**src/logic/rfrs_pkg.sv**
```systemverilog
package rfrs_pkg;
  // ==========================================================
  // Register map
  localparam logic [7:0] ADDR_IND_EN = 8'hB0;
  localparam logic [7:0] ADDR_RESP_A = 8'hB2;
  localparam logic [7:0] ADDR_RESP_B = 8'hB3;
  localparam logic [7:0] ADDR_STAT_A = 8'hD2;
  localparam logic [7:0] ADDR_STAT_B = 8'hD3;
  // Field positions
  localparam int IND_EN_BIT = 7;
  localparam int HB_UV_LSB = 6;
  localparam int DRV_OV_LSB = 0;
  localparam int DRV_UV_LSB = 2;
  localparam int CORE_OV_LSB = 4;
  localparam int CORE_UV_LSB = 6;
  localparam int HB_UV_STAT = 7;
  localparam int DRV_OV_STAT = 2;
  localparam int DRV_UV_STAT = 3;
  localparam int CORE_OV_STAT = 0;
  localparam int CORE_UV_STAT = 1;
  // Reset values
  localparam logic IND_EN_RST = 1'b0;
  localparam logic [1:0] RESP_A_RST = 2'h0;
  localparam logic [7:0] RESP_B_RST = 8'h00;
  localparam logic STAT_A_RST = 1'b0;
  localparam logic [3:0] STAT_B_RST = 4'h0;
  // ==========================================================
  // Monitor channels and synchroniser lanes
  localparam int NCH = 5;
  localparam int CH_HB_UV = 0;
  localparam int CH_DRV_OV = 1;
  localparam int CH_DRV_UV = 2;
  localparam int CH_CORE_OV = 3;
  localparam int CH_CORE_UV = 4;
  localparam int SYNC_W = 10;
  localparam int SY_FAULT_LSB = 0;
  localparam int SY_MODE_LSB = 5;
  localparam int SY_SW = 7;
  localparam int SY_CHIP = 8;
  localparam int SY_WP = 9;
  // ==========================================================
  // Timing
  localparam int CLK_MHZ = 100;
  localparam int HICCUP_MS = 500;
  localparam int HICCUP_CYC_DFLT = HICCUP_MS * 1000 * CLK_MHZ;
  localparam int CNT_W = 26;
  // ==========================================================
  // Types
  typedef enum logic [1:0] {
    RESP_FLAG = 2'b00,
    RESP_HICCUP = 2'b01,
    RESP_LATCH = 2'b10,
    RESP_FLAG_ALT = 2'b11
  } rfrs_resp_t;
  typedef enum logic [1:0] {
    ST_RUN = 2'b00,
    ST_HALT = 2'b01,
    ST_WAIT = 2'b10,
    ST_LATCH = 2'b11
  } rfrs_state_t;
  // Register field wins only with the global enable set
  function automatic rfrs_resp_t rfrs_pick(input logic ind_en,
                                           input logic [1:0] field,
                                           input logic [1:0] mode);
    rfrs_pick = rfrs_resp_t'(ind_en ? field : mode);
  endfunction
endpackage

```
**src/logic/rfrs_ch_if.sv**
```systemverilog
interface rfrs_ch_if;
  import rfrs_pkg::*;
  logic fault;
  logic toggle;
  rfrs_resp_t resp;
  logic stop;
  modport ctl (output fault, output toggle, output resp, input stop);
  modport ch (input fault, input toggle, input resp, output stop);
endinterface

```
**src/logic/rfrs_sync.sv**
```systemverilog
module rfrs_sync
  import rfrs_pkg::*;
#(
  parameter int W = SYNC_W
) (
  input wire logic clock,
  input wire logic rst,
  input wire logic [W-1:0] din,
  output logic [W-1:0] dout
);
  logic [W-1:0] s1_q, s2_q, s3_q, out_q;
  logic [W-1:0] out_d;

  // ==========================================================
  // Filter: a lane moves only once stages two and three agree
  always_comb begin
    for (int i = 0; i < W; i++) begin
      out_d[i] = (s2_q[i] == s3_q[i]) ? s3_q[i] : out_q[i];
    end
  end

  // Stage one feeds stage two only, to keep metastability contained
  always_ff @(posedge clock or posedge rst) begin
    if (rst) begin
      s1_q <= '0;
      s2_q <= '0;
      s3_q <= '0;
      out_q <= '0;
    end else begin
      s1_q <= din;
      s2_q <= s1_q;
      s3_q <= s2_q;
      out_q <= out_d;
    end
  end

  assign dout = out_q;
endmodule // rfrs_sync

```
**src/logic/rfrs_channel.sv**
```systemverilog
module rfrs_channel
  import rfrs_pkg::*;
#(
  parameter int HICCUP_CYC = HICCUP_CYC_DFLT
) (
  input wire logic clock,
  input wire logic rst,
  rfrs_ch_if.ch cif
);
  localparam logic [CNT_W-1:0] LAST = CNT_W'(HICCUP_CYC - 1);
  rfrs_state_t state_q, state_d;
  logic [CNT_W-1:0] cnt_q, cnt_d;

  // ==========================================================
  // Response sequencer
  always_comb begin
    state_d = state_q;
    cnt_d = cnt_q;
    unique case (state_q)
      ST_RUN: begin
        // Codes 00 and 11 fall through: flag only, switching runs on
        if (cif.fault && cif.resp == RESP_HICCUP) begin
          state_d = ST_HALT;
        end else if (cif.fault && cif.resp == RESP_LATCH) begin
          state_d = ST_LATCH;
        end
      end
      ST_HALT: begin
        if (!cif.fault) begin
          state_d = ST_WAIT;
          cnt_d = '0;
        end
      end
      ST_WAIT: begin
        if (cif.fault) begin
          state_d = ST_HALT;
          cnt_d = '0;
        end else if (cnt_q == LAST) begin
          state_d = ST_RUN;
        end else begin
          cnt_d = CNT_W'(cnt_q + 1'b1);
        end
      end
      ST_LATCH: begin
        // Only an enable edge frees it; status clear does not
        if (cif.toggle) begin
          state_d = ST_RUN;
        end
      end
    endcase
  end

  always_ff @(posedge clock or posedge rst) begin
    if (rst) begin
      state_q <= ST_RUN;
      cnt_q <= '0;
    end else begin
      state_q <= state_d;
      cnt_q <= cnt_d;
    end
  end

  assign cif.stop = (state_q != ST_RUN);

  // ==========================================================
  // Checks
  property p_halt;
    @(posedge clock) disable iff (rst)
    (state_q == ST_RUN && cif.fault && cif.resp inside {RESP_HICCUP, RESP_LATCH})
      |=> cif.stop;
  endproperty
  a_halt: assert property (p_halt) else $error("no halt on fault");

  property p_flag_only;
    @(posedge clock) disable iff (rst)
    (state_q == ST_RUN && cif.resp inside {RESP_FLAG, RESP_FLAG_ALT}) |=> !cif.stop;
  endproperty
  a_flag_only: assert property (p_flag_only) else $error("flag mode halted");

  property p_restart;
    @(posedge clock) disable iff (rst)
    (state_q == ST_WAIT && !cif.fault && cnt_q == LAST) |=> (state_q == ST_RUN);
  endproperty
  a_restart: assert property (p_restart) else $error("hiccup did not restart");

  property p_wait_reset;
    @(posedge clock) disable iff (rst)
    (state_q == ST_WAIT && cif.fault) |=> (state_q == ST_HALT) ##1 (cnt_q == '0 || !cif.fault);
  endproperty
  a_wait_reset: assert property (p_wait_reset) else $error("delay not restarted");

  property p_latch_hold;
    @(posedge clock) disable iff (rst)
    (state_q == ST_LATCH && !cif.toggle) |=> (state_q == ST_LATCH);
  endproperty
  a_latch_hold: assert property (p_latch_hold) else $error("latch released");
endmodule // rfrs_channel

```
**src/logic/rfrs_top.sv**
```systemverilog
module rfrs_top
  import rfrs_pkg::*;
#(
  parameter int HICCUP_CYC = HICCUP_CYC_DFLT
) (
  input wire logic clock,
  input wire logic rst,
  input wire logic [NCH-1:0] rail_fault,
  input wire logic [1:0] mode_resp,
  input wire logic sw_enable,
  input wire logic chip_enable,
  input wire logic write_protect,
  input wire logic reg_wr,
  input wire logic [7:0] reg_addr,
  input wire logic [7:0] reg_wdata,
  output logic [7:0] reg_rdata,
  output logic fault_flag_n_out,
  output logic fault_flag_n_oe,
  output logic switching_halt
);
  // ==========================================================
  // Pin synchronisation
  logic [SYNC_W-1:0] sync_in, sync_out;
  logic [NCH-1:0] fault_s;
  logic [1:0] mode_s;
  logic sw_s, chip_s, wp_s;

  assign sync_in = {write_protect, chip_enable, sw_enable, mode_resp, rail_fault};

  rfrs_sync #(
    .W(SYNC_W)
  ) u_sync (
    .clock(clock),
    .rst(rst),
    .din(sync_in),
    .dout(sync_out)
  );

  assign fault_s = sync_out[SY_FAULT_LSB +: NCH];
  assign mode_s = sync_out[SY_MODE_LSB +: 2];
  assign sw_s = sync_out[SY_SW];
  assign chip_s = sync_out[SY_CHIP];
  assign wp_s = sync_out[SY_WP];

  // ==========================================================
  // Control registers
  logic ind_en_q, ind_en_d;
  logic [1:0] resp_a_q, resp_a_d;
  logic [7:0] resp_b_q, resp_b_d;
  logic ctl_wr;

  // Protection blocks control writes only; status clears still pass
  assign ctl_wr = reg_wr && !wp_s;

  always_comb begin
    ind_en_d = ind_en_q;
    resp_a_d = resp_a_q;
    resp_b_d = resp_b_q;
    if (ctl_wr && reg_addr == ADDR_IND_EN) begin
      ind_en_d = reg_wdata[IND_EN_BIT];
    end
    if (ctl_wr && reg_addr == ADDR_RESP_A) begin
      resp_a_d = reg_wdata[HB_UV_LSB +: 2];
    end
    if (ctl_wr && reg_addr == ADDR_RESP_B) begin
      resp_b_d = reg_wdata;
    end
  end

  always_ff @(posedge clock or posedge rst) begin
    if (rst) begin
      ind_en_q <= IND_EN_RST;
      resp_a_q <= RESP_A_RST;
      resp_b_q <= RESP_B_RST;
    end else begin
      ind_en_q <= ind_en_d;
      resp_a_q <= resp_a_d;
      resp_b_q <= resp_b_d;
    end
  end

  // ==========================================================
  // Sticky status, write one to clear
  logic stat_a_q, stat_a_d;
  logic [3:0] stat_b_q, stat_b_d;
  logic [3:0] set_b;

  always_comb begin
    set_b = 4'h0;
    set_b[DRV_OV_STAT] = fault_s[CH_DRV_OV];
    set_b[DRV_UV_STAT] = fault_s[CH_DRV_UV];
    set_b[CORE_OV_STAT] = fault_s[CH_CORE_OV];
    set_b[CORE_UV_STAT] = fault_s[CH_CORE_UV];
  end

  // Set is applied after clear, so a fault in the clear cycle survives
  always_comb begin
    stat_a_d = stat_a_q;
    stat_b_d = stat_b_q;
    if (reg_wr && reg_addr == ADDR_STAT_A) begin
      stat_a_d = stat_a_q & ~reg_wdata[HB_UV_STAT];
    end
    if (reg_wr && reg_addr == ADDR_STAT_B) begin
      stat_b_d = stat_b_q & ~reg_wdata[3:0];
    end
    stat_a_d = stat_a_d | fault_s[CH_HB_UV];
    stat_b_d = stat_b_d | set_b;
  end

  always_ff @(posedge clock or posedge rst) begin
    if (rst) begin
      stat_a_q <= STAT_A_RST;
      stat_b_q <= STAT_B_RST;
    end else begin
      stat_a_q <= stat_a_d;
      stat_b_q <= stat_b_d;
    end
  end

  // ==========================================================
  // Read path, one cycle behind the address
  logic [7:0] rdata_q, rdata_d;

  always_comb begin
    rdata_d = 8'h00;
    case (reg_addr)
      ADDR_IND_EN: rdata_d[IND_EN_BIT] = ind_en_q;
      ADDR_RESP_A: rdata_d[HB_UV_LSB +: 2] = resp_a_q;
      ADDR_RESP_B: rdata_d = resp_b_q;
      ADDR_STAT_A: rdata_d[HB_UV_STAT] = stat_a_q;
      ADDR_STAT_B: rdata_d[3:0] = stat_b_q;
      default: rdata_d = 8'h00;
    endcase
  end

  always_ff @(posedge clock or posedge rst) begin
    if (rst) begin
      rdata_q <= 8'h00;
    end else begin
      rdata_q <= rdata_d;
    end
  end

  assign reg_rdata = rdata_q;

  // ==========================================================
  // Response selection and per-rail sequencers
  logic [1:0] field [NCH];
  rfrs_resp_t resp_v [NCH];
  logic [NCH-1:0] stop_v;
  logic [1:0] en_prev_q, en_prev_d;
  logic toggle;

  always_comb begin
    field[CH_HB_UV] = resp_a_q;
    field[CH_DRV_OV] = resp_b_q[DRV_OV_LSB +: 2];
    field[CH_DRV_UV] = resp_b_q[DRV_UV_LSB +: 2];
    field[CH_CORE_OV] = resp_b_q[CORE_OV_LSB +: 2];
    field[CH_CORE_UV] = resp_b_q[CORE_UV_LSB +: 2];
    for (int i = 0; i < NCH; i++) begin
      resp_v[i] = rfrs_pick(ind_en_q, field[i], mode_s);
    end
  end

  // Either enable changing level counts as the release toggle
  assign toggle = (en_prev_q != {chip_s, sw_s});

  for (genvar g = 0; g < NCH; g++) begin : g_ch
    rfrs_ch_if cif ();
    assign cif.fault = fault_s[g];
    assign cif.toggle = toggle;
    assign cif.resp = resp_v[g];
    assign stop_v[g] = cif.stop;
    rfrs_channel #(
      .HICCUP_CYC(HICCUP_CYC)
    ) u_ch (
      .clock(clock),
      .rst(rst),
      .cif(cif.ch)
    );
  end

  // ==========================================================
  // Pin drivers, all registered
  logic flag_n_q, flag_n_d;
  logic flag_oe_q, flag_oe_d;
  logic halt_q, halt_d;

  always_comb begin
    flag_n_d = ~|fault_s;
    flag_oe_d = |fault_s;
    halt_d = |stop_v;
    en_prev_d = {chip_s, sw_s};
  end

  always_ff @(posedge clock or posedge rst) begin
    if (rst) begin
      flag_n_q <= 1'b1;
      flag_oe_q <= 1'b0;
      halt_q <= 1'b0;
      en_prev_q <= 2'h0;
    end else begin
      flag_n_q <= flag_n_d;
      flag_oe_q <= flag_oe_d;
      halt_q <= halt_d;
      en_prev_q <= en_prev_d;
    end
  end

  assign fault_flag_n_out = flag_n_q;
  assign fault_flag_n_oe = flag_oe_q;
  assign switching_halt = halt_q;

  // ==========================================================
  // Checks
  property p_flag_low;
    @(posedge clock) disable iff (rst)
    (|fault_s) |=> (fault_flag_n_oe && !fault_flag_n_out);
  endproperty
  a_flag_low: assert property (p_flag_low) else $error("flag not low");

  property p_mode;
    @(posedge clock) disable iff (rst)
    !ind_en_q |-> (resp_v[CH_DRV_UV] == rfrs_resp_t'(mode_s));
  endproperty
  a_mode: assert property (p_mode) else $error("mode pins ignored");

  property p_stat_hb;
    @(posedge clock) disable iff (rst)
    fault_s[CH_HB_UV] |=> stat_a_q;
  endproperty
  a_stat_hb: assert property (p_stat_hb) else $error("hb status missed");

  property p_stat_drv_ov;
    @(posedge clock) disable iff (rst)
    fault_s[CH_DRV_OV] |=> stat_b_q[DRV_OV_STAT];
  endproperty
  a_stat_drv_ov: assert property (p_stat_drv_ov) else $error("drv ov status");

  property p_stat_drv_uv;
    @(posedge clock) disable iff (rst)
    fault_s[CH_DRV_UV] |=> stat_b_q[DRV_UV_STAT];
  endproperty
  a_stat_drv_uv: assert property (p_stat_drv_uv) else $error("drv uv status");

  property p_stat_core;
    @(posedge clock) disable iff (rst)
    fault_s[CH_CORE_OV] |=> stat_b_q[CORE_OV_STAT];
  endproperty
  a_stat_core: assert property (p_stat_core) else $error("core ov status");

  property p_stat_core_uv;
    @(posedge clock) disable iff (rst)
    fault_s[CH_CORE_UV] |=> stat_b_q[CORE_UV_STAT];
  endproperty
  a_stat_core_uv: assert property (p_stat_core_uv) else $error("core uv status");

  property p_field_map;
    @(posedge clock) disable iff (rst)
    ind_en_q |-> (resp_v[CH_CORE_UV] == rfrs_resp_t'(resp_b_q[7:6]))
      && (resp_v[CH_DRV_OV] == rfrs_resp_t'(resp_b_q[1:0]));
  endproperty
  a_field_map: assert property (p_field_map) else $error("field map wrong");

  property p_b3_write;
    @(posedge clock) disable iff (rst)
    (reg_wr && reg_addr == ADDR_RESP_B)
      |=> resp_b_q == ($past(wp_s) ? $past(resp_b_q) : $past(reg_wdata));
  endproperty
  a_b3_write: assert property (p_b3_write) else $error("0xB3 write wrong");

  property p_sticky;
    @(posedge clock) disable iff (rst)
    (stat_b_q[DRV_OV_STAT] && !(reg_wr && reg_addr == ADDR_STAT_B))
      |=> stat_b_q[DRV_OV_STAT];
  endproperty
  a_sticky: assert property (p_sticky) else $error("status not sticky");

  // Flag must let go once every rail is clean, or it would mask the next fault
  property p_flag_high;
    @(posedge clock) disable iff (rst)
    !(|fault_s) |=> (fault_flag_n_out && !fault_flag_n_oe);
  endproperty
  a_flag_high: assert property (p_flag_high) else $error("flag stuck low");

  property p_halt_out;
    @(posedge clock) disable iff (rst)
    (|stop_v) |=> switching_halt;
  endproperty
  a_halt_out: assert property (p_halt_out) else $error("halt pin not driven");
endmodule // rfrs_top

```
**config.mk**
```make
export PLATFORM = sky130hd
export DESIGN_NAME = rfrs_top
export DESIGN_NICKNAME = d
export VERILOG_FILES = /design/src/logic/rfrs_pkg.sv /design/src/logic/rfrs_ch_if.sv /design/src/logic/rfrs_sync.sv /design/src/logic/rfrs_channel.sv /design/src/logic/rfrs_top.sv
export SDC_FILE = /design/constraint.sdc
export NUM_CORES = 1
export LEC_CHECK = 0
export BUFFER_PORTS_ARGS = -buffer_cell sky130_fd_sc_hd__buf_2
export CORE_ASPECT_RATIO = 2
export CORE_MARGIN = 2
export CORE_UTILIZATION = 44
export DETAILED_ROUTE_END_ITERATION = 8
export GPL_TIMING_DRIVEN = 0
export HOLD_SLACK_MARGIN = 0.06
export PLACE_DENSITY_LB_ADDON = 0.1
export SYNTH_ARGS = -nofsm -noshare
export SYNTH_HDL_FRONTEND = slang
export SYNTH_SLANG_ARGS = --single-unit
```
**constraint.sdc**
```tcl
create_clock -name clock -period 6.3 [get_ports clock]
set_input_delay 0.315 -clock clock [delete_from_list [all_inputs] [get_ports clock]]
set_output_delay 0.315 -clock clock [all_outputs]
set_load 0.01 [all_outputs]
```
==> results of run 1 <==
metal layers:
metal	up-vias	routed length, um
li1	4274	-
met4	2	804
met3	51	793
met5	-	7
met1	4399	10500
met2	153	15000
power by group through the flow:
stage	combinational, W	clock (W)	sequential (W)
after detailed placement	0.000873	0	0.00152
after global placement	0.000870	0	0.00152
after global routing	0.000988	0.00130	0.00151
final	0.000881	0.00121	0.00150
after floorplan	0.000612	0	0.00150
after CTS	0.000887	0.00126	0.00150
area by class of cell:
cell class | instances | area share (%)
plain buffers | 54 | 2.14
clock buffers | 27 | 4.97
clock inverters | 9 | 0.489
inverters | 22 | 0.749
multi-input cells | 805 | 41.9
flip-flops and latches | 209 | 43.5
well taps | 287 | 2.98
repair buffers | 57 | 3.27
logic make-up after synthesis:
group	count (synthesis)	share of synthesized area, %
adders and majority gates	15	1.53
muxes	21	2.15
and+or+nand+nor	468	25.5
DFF	209	49.3
buffers and inverters	76	3.21
AOI/OAI and AO/OA	282	16.8
xor gates and xnor gates	19	1.57
worst reg2reg max path, stage by stage (launching register included):
cell and delay (ns):
dfrtp_1 0.41, ha_1 0.25, nand4_1 0.35, nor2_1 0.64, and4_1 0.28, buf_2 0.23
nand2b_1 0.26, o21ai_0 0.12
state kept, by name, summed over array words and instances (netlist names):
name               cells
fault_flag_n_oe        1
u_sync.dout           10
reg_rdata              8
resp_a_q               2
ind_en_q               1
g_ch.u_ch.cnt_q      130
u_sync.s3_q           10
u_sync.s1_q           10
switching_halt         1
en_prev_q              2
u_sync.s2_q           10
g_ch.u_ch.state_q     10
fault_flag_n_out       1
stat_a_q               1
stat_b_q               4
resp_b_q               8
Yosys cell counts (all sizes together) (8+ instances only):
master and instances:
a21o 10, a21oi 71, a31oi 14, and2 9, and3 21, and4 15
buf 16, clkbuf 38, dfrtp 208, inv 22, maj3 10, mux2 14
nand2 115, nand2b 8, nand3 65, nand4 46, nor2 52, nor3 18
nor4 20, o211ai 23, o21ai 84, o31ai 21, o41ai 8, or3 32
or4 29, xor2 13
final timing paths:
kind,start,to,cells after the start
setup / recovery,g_ch[4].u_ch.cnt_q[0],g_ch[4].u_ch.cnt_q[10],7
hold / removal,reg_wdata[4],resp_b_q[4],2
setup reg to reg,g_ch[4].u_ch.cnt_q[0],g_ch[4].u_ch.cnt_q[10],7
hold reg to reg,u_sync.s1_q[0],u_sync.s2_q[0],0
max in group asynchronous,rst,g_ch[1].u_ch.cnt_q[18],4
min in group asynchronous,rst,u_sync.s2_q[0],3
per-stage QoR:
step	hold WS [ns]	cells	utilization [%]
4_1_cts	0.0823	1470	50.5
3_3_place_gp	0.332	1416	46.9
2_1_floorplan	0.331	1090	-
5_1_grt	0.0711	1470	50.5
3_5_place_dp	0.335	1417	47.0
6_report	0.0875	1470	50.5
==> flow_summary.ini, run 1 <==
[route]
route.vias.total = 8879
ant_nets = 0
drt-total-wl_um = 27100
drtIter0Drc = 609
drc = 0
dr.pass1.iters = 5
viasPerCell = 6.04
wl_per_cell_um = 18.4

[synth]
yosysTopAreaCellShare_pct = 49.0
yosys-top-cells-area = dfrtp_1 (49%), nand2_1 (4.1%), o21ai_0 (3.7%), a21oi_1 (3.3%), nand3_1 (3.0%)
ys_ff_latch = 209
syn_area_um2 = 10600
synth_edf_count = 0
avgSynthCellArea_um2 = 9.74
syn_nets = 1124
synthFlopType = dfrtp_1
synth_warnings = 0
ys_seq_area_share_pct = 49.3
yosysTopAreaCell = dfrtp_1
synthDistinctLibCells = 82
syn_inst = 1090
async_flop_share_pct = 100

[power_and_ir_drop]
clockPowerShare_pct = 33.8
power_switching_w = 0.00123
combPwrFrac_pct = 24.5
total_power_w = 0.00360
vdd_drop_max_v = 0.000229
swShare_pct = 34.2
p_int_w = 0.00236
pwr-share-seq_pct = 41.7
p_leak_nw = 5.02
power.density_nw_per_um2 = 299

[floorplanning]
fp.dieW_um = 114
design.core.area_um2 = 23800
die_h_um = 224
rows = 80
die_area_um2 = 25500
ioPinCount = 40
start_util_pct = 44.6

[sta]
maxSlewHeadroom_pct = 42.2
tightest_slew_ns = 0.861
drv_slew = 0
fin_skew_ns = 0.00732
finalCritPeriodShare_pct = 42.2
layout_min_cycle_time_ns = 2.66
postLayoutSetupSlackWorst_ns = 3.64
timing.fmax_mhz = 376
rsz0062_at_grt = false
setup-tns-final_ns = 0
finalHoldViolCount = 0
finalSetupViolCount = 0

[critical_path]
path_cells = ha_1 -> nand4_1 -> nor2_1 -> and4_1 -> buf_2 -> nand2b_1 -> o21ai_0
path_class = reg -> reg
endpoint_kind = flop
cp-start-kind = flop
rrSetupSlack_ns = 3.64
cp.required_ns = 6.69
crit_family = simple AND/OR/NAND/NOR gates
arrival_ns = 3.05
crit_buf_inv = 1
cpPeakStageDelay_ns = 0.64
crit_path_top_delay_cell = nor2_1
critPathMaxFanout = 10

[cts]
clk_path_buf_depth = 3
cts.sinks = 209
clkTransAtPathRegs_ns = 0.06
ctsHtreeMaxLevel = 1
post-cts-setup-buffer-count = 0
holdBufCountCts = 17
cts_inserted_buffers = 21
cts_root_buf = clkbuf_16
cts-resized-gates = 0
clk_latency_ns = 0.51
cts_tree = built

[grt]
antenna_found_initial = 1
grtUsageMet3_pct = 2.73
grt_pass1_wl_um = 46200
groute.usage.overall_pct = 22.1
grt_max_degree = 121
met1_usage_pct = 25.0
top_usage_layer = met2
met2_usage_pct = 42.0
grt_pass1_vias = 9066
grt-ovfl-total = 0

[placement]
place_ws_ns = 3.69
dp_hpwl_um = 19200
gp_congestion = 0.837
numPortBuffers = 39
dpl-instance-area_um2 = 11200

[layout]
seqCellArea_um2 = 5230
syn_to_final_growth_pct = 13.3
multi_input_area_um2 = 5040
fillerInstances = 2259
final_cell_mix = dfrtp_1 (208), nand2_1 (115), o21ai_0 (79)
final_area_um2 = 12000
layout_commonest_cell = dfrtp_1
drive_above_1_share_pct = 11.6
fin_nets = 1204
diodes = 0

[min_path]
hp-class = in -> reg

[outcome]
status = finished, final reports clean

[run]
cap_violations = 0
Note: power is estimated with default switching activity, not from simulation.
==> run 2, diff against run 1 <==
==> constraint.sdc (replaced) <==
create_clock -name clock -period 2.55 [get_ports clock]
set_input_delay 0.1275 -clock clock [delete_from_list [all_inputs] [get_ports clock]]
set_output_delay 0.1275 -clock clock [all_outputs]
set_load 0.01 [all_outputs]
==> run 2 against run 1 <==
  * Register-to-register slack worse by 3.4 ns
  * Non-clock buffer count up 9
  * Flip-flop and latch count unchanged
  * Fmax up 14%
  * Worst setup slack worse by 3.4 ns
  * Wire length down 0.33%
  * Global-route usage down 0.18 points
  * Combinational power rose to 2.5 times the previous value
  * Die area unchanged
  * Critical endpoint is now g_ch[4].u_ch.cnt_q[22]
  * Utilization up 1.2 points
  * Via count up 0.59%
==> flow_summary.ini, run 2 (synthesis gave the netlist of run 1 again) <==
[critical_path]
crit_path_top_delay_cell = mux2i_1
path_class = reg -> reg
reg2regPathDepth = 6
endpoint_kind = flop
rrSetupSlack_ns = 0.21
worst_path_most_repeated_cell = clkbuf_1
path_cells = clkbuf_1 -> nor2_1 -> mux2i_1 -> clkbuf_1 -> o21ai_0 -> o31ai_1
crit_family = buffers and inverters
cp.required_ns = 2.98
crit_buf_inv = 2
cp-start-kind = flop
arrival_ns = 2.76
critPathMaxFanout = 10
regToRegEndpoint = g_ch[4].u_ch.cnt_q[22]
cpPeakStageDelay_ns = 0.73
reg2reg_from = u_sync.dout[4]
crit_cells = 6

[sta]
tightest_slew_ns = 0.909
maxSlewHeadroom_pct = 37.7
finalHoldViolCount = 0
finalCritPeriodShare_pct = 91.8
layout_min_cycle_time_ns = 2.34
finalSetupViolCount = 0
timing.fmax_mhz = 427
rsz0062_at_grt = false
drv_slew = 0
fin_skew_ns = 0.0104
postLayoutSetupSlackWorst_ns = 0.210

[cts]
ctsHtreeMaxLevel = 1
clkTransAtPathRegs_ns = 0.06
cts_inserted_buffers = 21
clk_latency_ns = 0.52
clk_path_buf_depth = 3
cts_tree = built
cts_root_buf = clkbuf_16
cts.sinks = 209

[floorplanning]
die_area_um2 = 25500
ioPinCount = 40
fp.dieW_um = 114
start_util_pct = 44.6
rows = 80
design.core.area_um2 = 23800
die_h_um = 224

[layout]
final_cell_mix = dfrtp_1 (208), nand2_1 (115), o21ai_0 (79)
max_flop_register = g_ch.u_ch.cnt_q
largest_reg_flops = 130
diodes = 0
final_util_pct = 51.7
layout_commonest_cell = dfrtp_1
fillerInstances = 2222
fin_nets = 1213
drive_above_1_share_pct = 12.3
fin_cells = 1480
syn_to_final_growth_pct = 16.1

[grt]
grt_pass1_wl_um = 45600
groute.usage.overall_pct = 22.0
grt_pass1_vias = 8950
antenna_found_initial = 0
grt_max_degree = 41
grt-ovfl-total = 0

[placement]
dp_cells = 1421
place_ws_ns = -0.0929
numPortBuffers = 39
gp_congestion = 0.852
dp_hpwl_um = 19700

[min_path]
hp-class = in -> reg
min_from = reg_addr[0]
whs_endpoint = stat_a_q
min_path_cells = 6

[route]
ant_nets = 0
dr.pass1.iters = 5
viasPerCell = 6.03
route.vias.total = 8931
drt-total-wl_um = 27000
wl_per_cell_um = 18.3
drtIter0Drc = 463
drc = 0

[run]
cap_violations = 0

[power_and_ir_drop]
p_leak_nw = 5.16
power.density_nw_per_um2 = 777
vdd_drop_max_v = 0.000561
total_power_w = 0.00957

[outcome]
status = finished, final reports clean
==> run 2: cell count changes in the layout (fill, tap and decap cells not counted), sizes merged <==
cell,delta
buf,+5
inv,-1
dlygate4sd3,+4
clkinvlp,-3
clkinv,+2
clkbuf,-4
bufinv,+7
==> run 2: layout make-up <==
| cell class | instances | area (um^2) | share of cell area [%] |
|---|---|---|---|
| Inverter | 22 | 86.3 | 0.701 |
| Sequential cell | 209 | 5230 | 42.5 |
| Buffer | 54 | 258 | 2.09 |
| Clock inverter | 14 | 264 | 2.14 |
| Clock buffer | 23 | 553 | 4.49 |
| Timing Repair Buffer | 66 | 513 | 4.16 |
| Multi-Input combinational cell | 805 | 5060 | 41.0 |
| Tap cell | 287 | 359 | 2.91 |
==> run 2: power by group <==
| group | internal [W] | switching, W |
|---|---|---|
| Clock | 0.00229 | 0.00136 |
| Sequential | 0.00352 | 0.000184 |
| Combinational | 0.000681 | 0.00154 |
==> run 2: metal layers <==
metal | up-vias | global-route usage (%) | share of wire (%)
met4 | 0 | 9.60 | 3.8
met1 | 4392 | 25.0 | 39
met2 | 163 | 40.6 | 54
li1 | 4300 | - | -
met3 | 76 | 2.57 | 3.1
met5 | - | 0 | 0
==> run 2: how the worst max path moves through the flow <==
stage / startpoint / endpoint / slack, ns
2_1_floorplan: rst / en_prev_q[0] / -0.29
3_3_place_gp: rst / g_ch[3].u_ch.cnt_q[13] / -1.73
3_5_place_dp: g_ch[4].u_ch.cnt_q[0] / g_ch[4].u_ch.cnt_q[1] / -0.09
4_1_cts: g_ch[4].u_ch.cnt_q[0] / g_ch[4].u_ch.cnt_q[1] / 0.07
5_1_grt: u_sync.dout[4] / g_ch[4].u_ch.cnt_q[16] / 0.0005
6_report: u_sync.dout[4] / g_ch[4].u_ch.cnt_q[22] / 0.21
==> run 2: per-stage QoR <==
| stage | TNS (ns) | hold slack (ns) | area [um^2] |
|---|---|---|---|
| 2_1_floorplan | -60.51 | 0.159 | 10600 |
| 3_3_place_gp | -356.64 | 0.236 | 11200 |
| 3_5_place_dp | -0.322 | 0.216 | 11300 |
| 4_1_cts | 0 | 0.0835 | 12300 |
| 5_1_grt | 0 | 0.154 | 12300 |
| 6_report | 0 | 0.119 | 12300 |
==> run 2: worst register-to-register path: cells and delay by family (launching register included) <==
kind | cells | cell delay [ns]
buffers and inverters | 2 | 0.78
and+or+nand+nor | 1 | 0.10
muxes | 1 | 0.73
AOI/OAI and AO/OA | 2 | 0.30
DFF | 1 | 0.33
==> run 2: timing repair <==
action,in CTS,in global routing
pin swaps,0,1
hold endpoints to repair,60,0
endpoints found under the setup margin,5,19
gates resized for setup,1,3
buffers inserted,0,1
hold buffers,21,0
==> run 3, diff against run 2 <==
--- a/config.mk
+++ b/config.mk
@@ -6,7 +6,6 @@
 export NUM_CORES = 1
 export LEC_CHECK = 0
 export BUFFER_PORTS_ARGS = -buffer_cell sky130_fd_sc_hd__buf_2
-export CORE_ASPECT_RATIO = 2
 export CORE_MARGIN = 2
 export CORE_UTILIZATION = 44
 export DETAILED_ROUTE_END_ITERATION = 8
==> run 3 against run 2 <==
  * Clock-buffer cell count grew 13
  * Cell count grew 2.6%
  * Critical path depth grew 1
  * Power shrank 2.0%
  * Wire length shrank 5.4%
  * Critical endpoint is now g_ch[4].u_ch.cnt_q[10]
  * Largest cell class unchanged
==> flow_summary.ini, run 3 (synthesis gave the netlist of run 1 again) <==
[grt]
grt_pass1_vias = 8633
antenna_found_initial = 1
grt_max_degree = 42
grt_pass1_wl_um = 44000
groute.usage.overall_pct = 20.5
grt-ovfl-total = 0

[cts]
clkTransAtPathRegs_ns = 0.06
clk_path_buf_depth = 3
clk_latency_ns = 0.51
cts_inserted_buffers = 25
cts_root_buf = clkbuf_16
ctsHtreeMaxLevel = 1
cts.sinks = 209
cts_tree = built

[route]
route.vias.total = 8811
drt-total-wl_um = 25500
dr.pass1.iters = 5
drc = 0
drtIter0Drc = 640
wl_per_cell_um = 16.8
viasPerCell = 5.80
ant_nets = 0

[sta]
finalSetupViolCount = 0
rsz0062_at_grt = false
tightest_slew_ns = 0.827
layout_min_cycle_time_ns = 2.30
maxSlewHeadroom_pct = 44.4
finalCritPeriodShare_pct = 90.1
fin_skew_ns = 0.00714
timing.fmax_mhz = 435
finalHoldViolCount = 0
drv_slew = 0

[floorplanning]
fp.dieW_um = 159
design.core.area_um2 = 23500
start_util_pct = 45.1
ioPinCount = 40
rows = 56
die_h_um = 159
die_area_um2 = 25400

[run]
cap_violations = 0

[outcome]
status = finished, final reports clean

[layout]
fillerInstances = 2171
fin_cells = 1519
largest_reg_flops = 130
drive_above_1_share_pct = 12.1
seqCellArea_um2 = 5230
final_cell_mix = dfrtp_1 (208), nand2_1 (115), o21ai_0 (79)
final_util_pct = 52.4
max_flop_register = g_ch.u_ch.cnt_q
layout_commonest_cell = dfrtp_1
fin_nets = 1217
diodes = 0
syn_to_final_growth_pct = 16.3
multi_input_area_um2 = 5050

[power_and_ir_drop]
p_leak_nw = 5.15
vdd_drop_max_v = 0.000509
power.density_nw_per_um2 = 760
total_power_w = 0.00938

[critical_path]
cp.required_ns = 2.94
endpoint_kind = flop
cp-start-kind = flop
arrival_ns = 2.69
critPathMaxFanout = 10
rrSetupSlack_ns = 0.25
path_class = reg -> reg

[min_path]
hp-class = in -> reg

[placement]
numPortBuffers = 39
dp_hpwl_um = 17500
gp_congestion = 0.814
dp_cells = 1453
-- run 3: cell types whose count changed in the layout (fill, tap and decap cells not counted), moves of 2 or more --
cell / change
clkbuf_8: +2
clkbuf_16: +4
clkbuf_1: +7
bufinv_16: -5
-- run 3: worst paths after layout --
| kind | start | cells past startpoint | to |
|---|---|---|---|
| min reg2reg | u_sync.s1_q[8] | 0 | u_sync.s2_q[8] |
| min | reg_addr[3] | 6 | stat_a_q |
| max | g_ch[4].u_ch.cnt_q[0] | 7 | g_ch[4].u_ch.cnt_q[10] |
| max in group asynchronous | rst | 7 | fault_flag_n_out |
| max reg2reg | g_ch[4].u_ch.cnt_q[0] | 7 | g_ch[4].u_ch.cnt_q[10] |
| min in group asynchronous | rst | 3 | u_sync.s1_q[8] |
-- run 3: cell type report --
class,instances,area share [%]
sequential,209,42.4
multi-input combinational,805,40.9
clock buffer,36,5.73
timing repair buffer,66,4.18
tap,319,3.23
buffer,54,2.09
clock inverter,8,0.760
inverter,22,0.699
-- run 3: routing by layer --
| metal | vias to the layer above | part of all wire [%] | GRT usage (%) |
|---|---|---|---|
| li1 | 4315 | - | - |
| met1 | 4300 | 50 | 30.2 |
| met2 | 150 | 44 | 31.9 |
| met3 | 44 | 3.3 | 2.68 |
| met4 | 2 | 2.4 | 5.58 |
| met5 | - | 0.051 | 0 |
-- run 3: stage by stage --
step                TNS [ns]  cell area, um^2  worst slack [ns]  hold WS (ns)
floorplan             -60.51            10600            -0.291         0.159
global placement     -347.27            11200             -1.69         0.235
detailed placement  -0.00879            11300          -0.00879         0.237
CTS                        0            12300             0.155         0.111
global route               0            12300           0.00695         0.168
finish                     0            12300             0.251         0.139
-- run 3: critical path: stages, from the launching register on --
cell and delay (ns):
dfrtp_1 0.41, ha_1 0.23, nand4_1 0.34, nor2_4 0.35, and4_1 0.21, buf_2 0.22
nand2b_1 0.27, o21ai_0 0.13
-- run 3: repair_timing --
action | CTS | global route
hold buffers | 22 | 0
endpoints found under the hold margin | 55 | 0
buffers inserted | 0 | 0
resized for setup | 1 | 2
pin swaps | 0 | 0
endpoints found under the setup margin | 2 | 4
-- run 3: power breakdown --
part           internal (W)  total [W]  switching (W)
Sequential          0.00352    0.00371       0.000187
Combinational      0.000683    0.00218        0.00150
Clock               0.00212    0.00349        0.00138
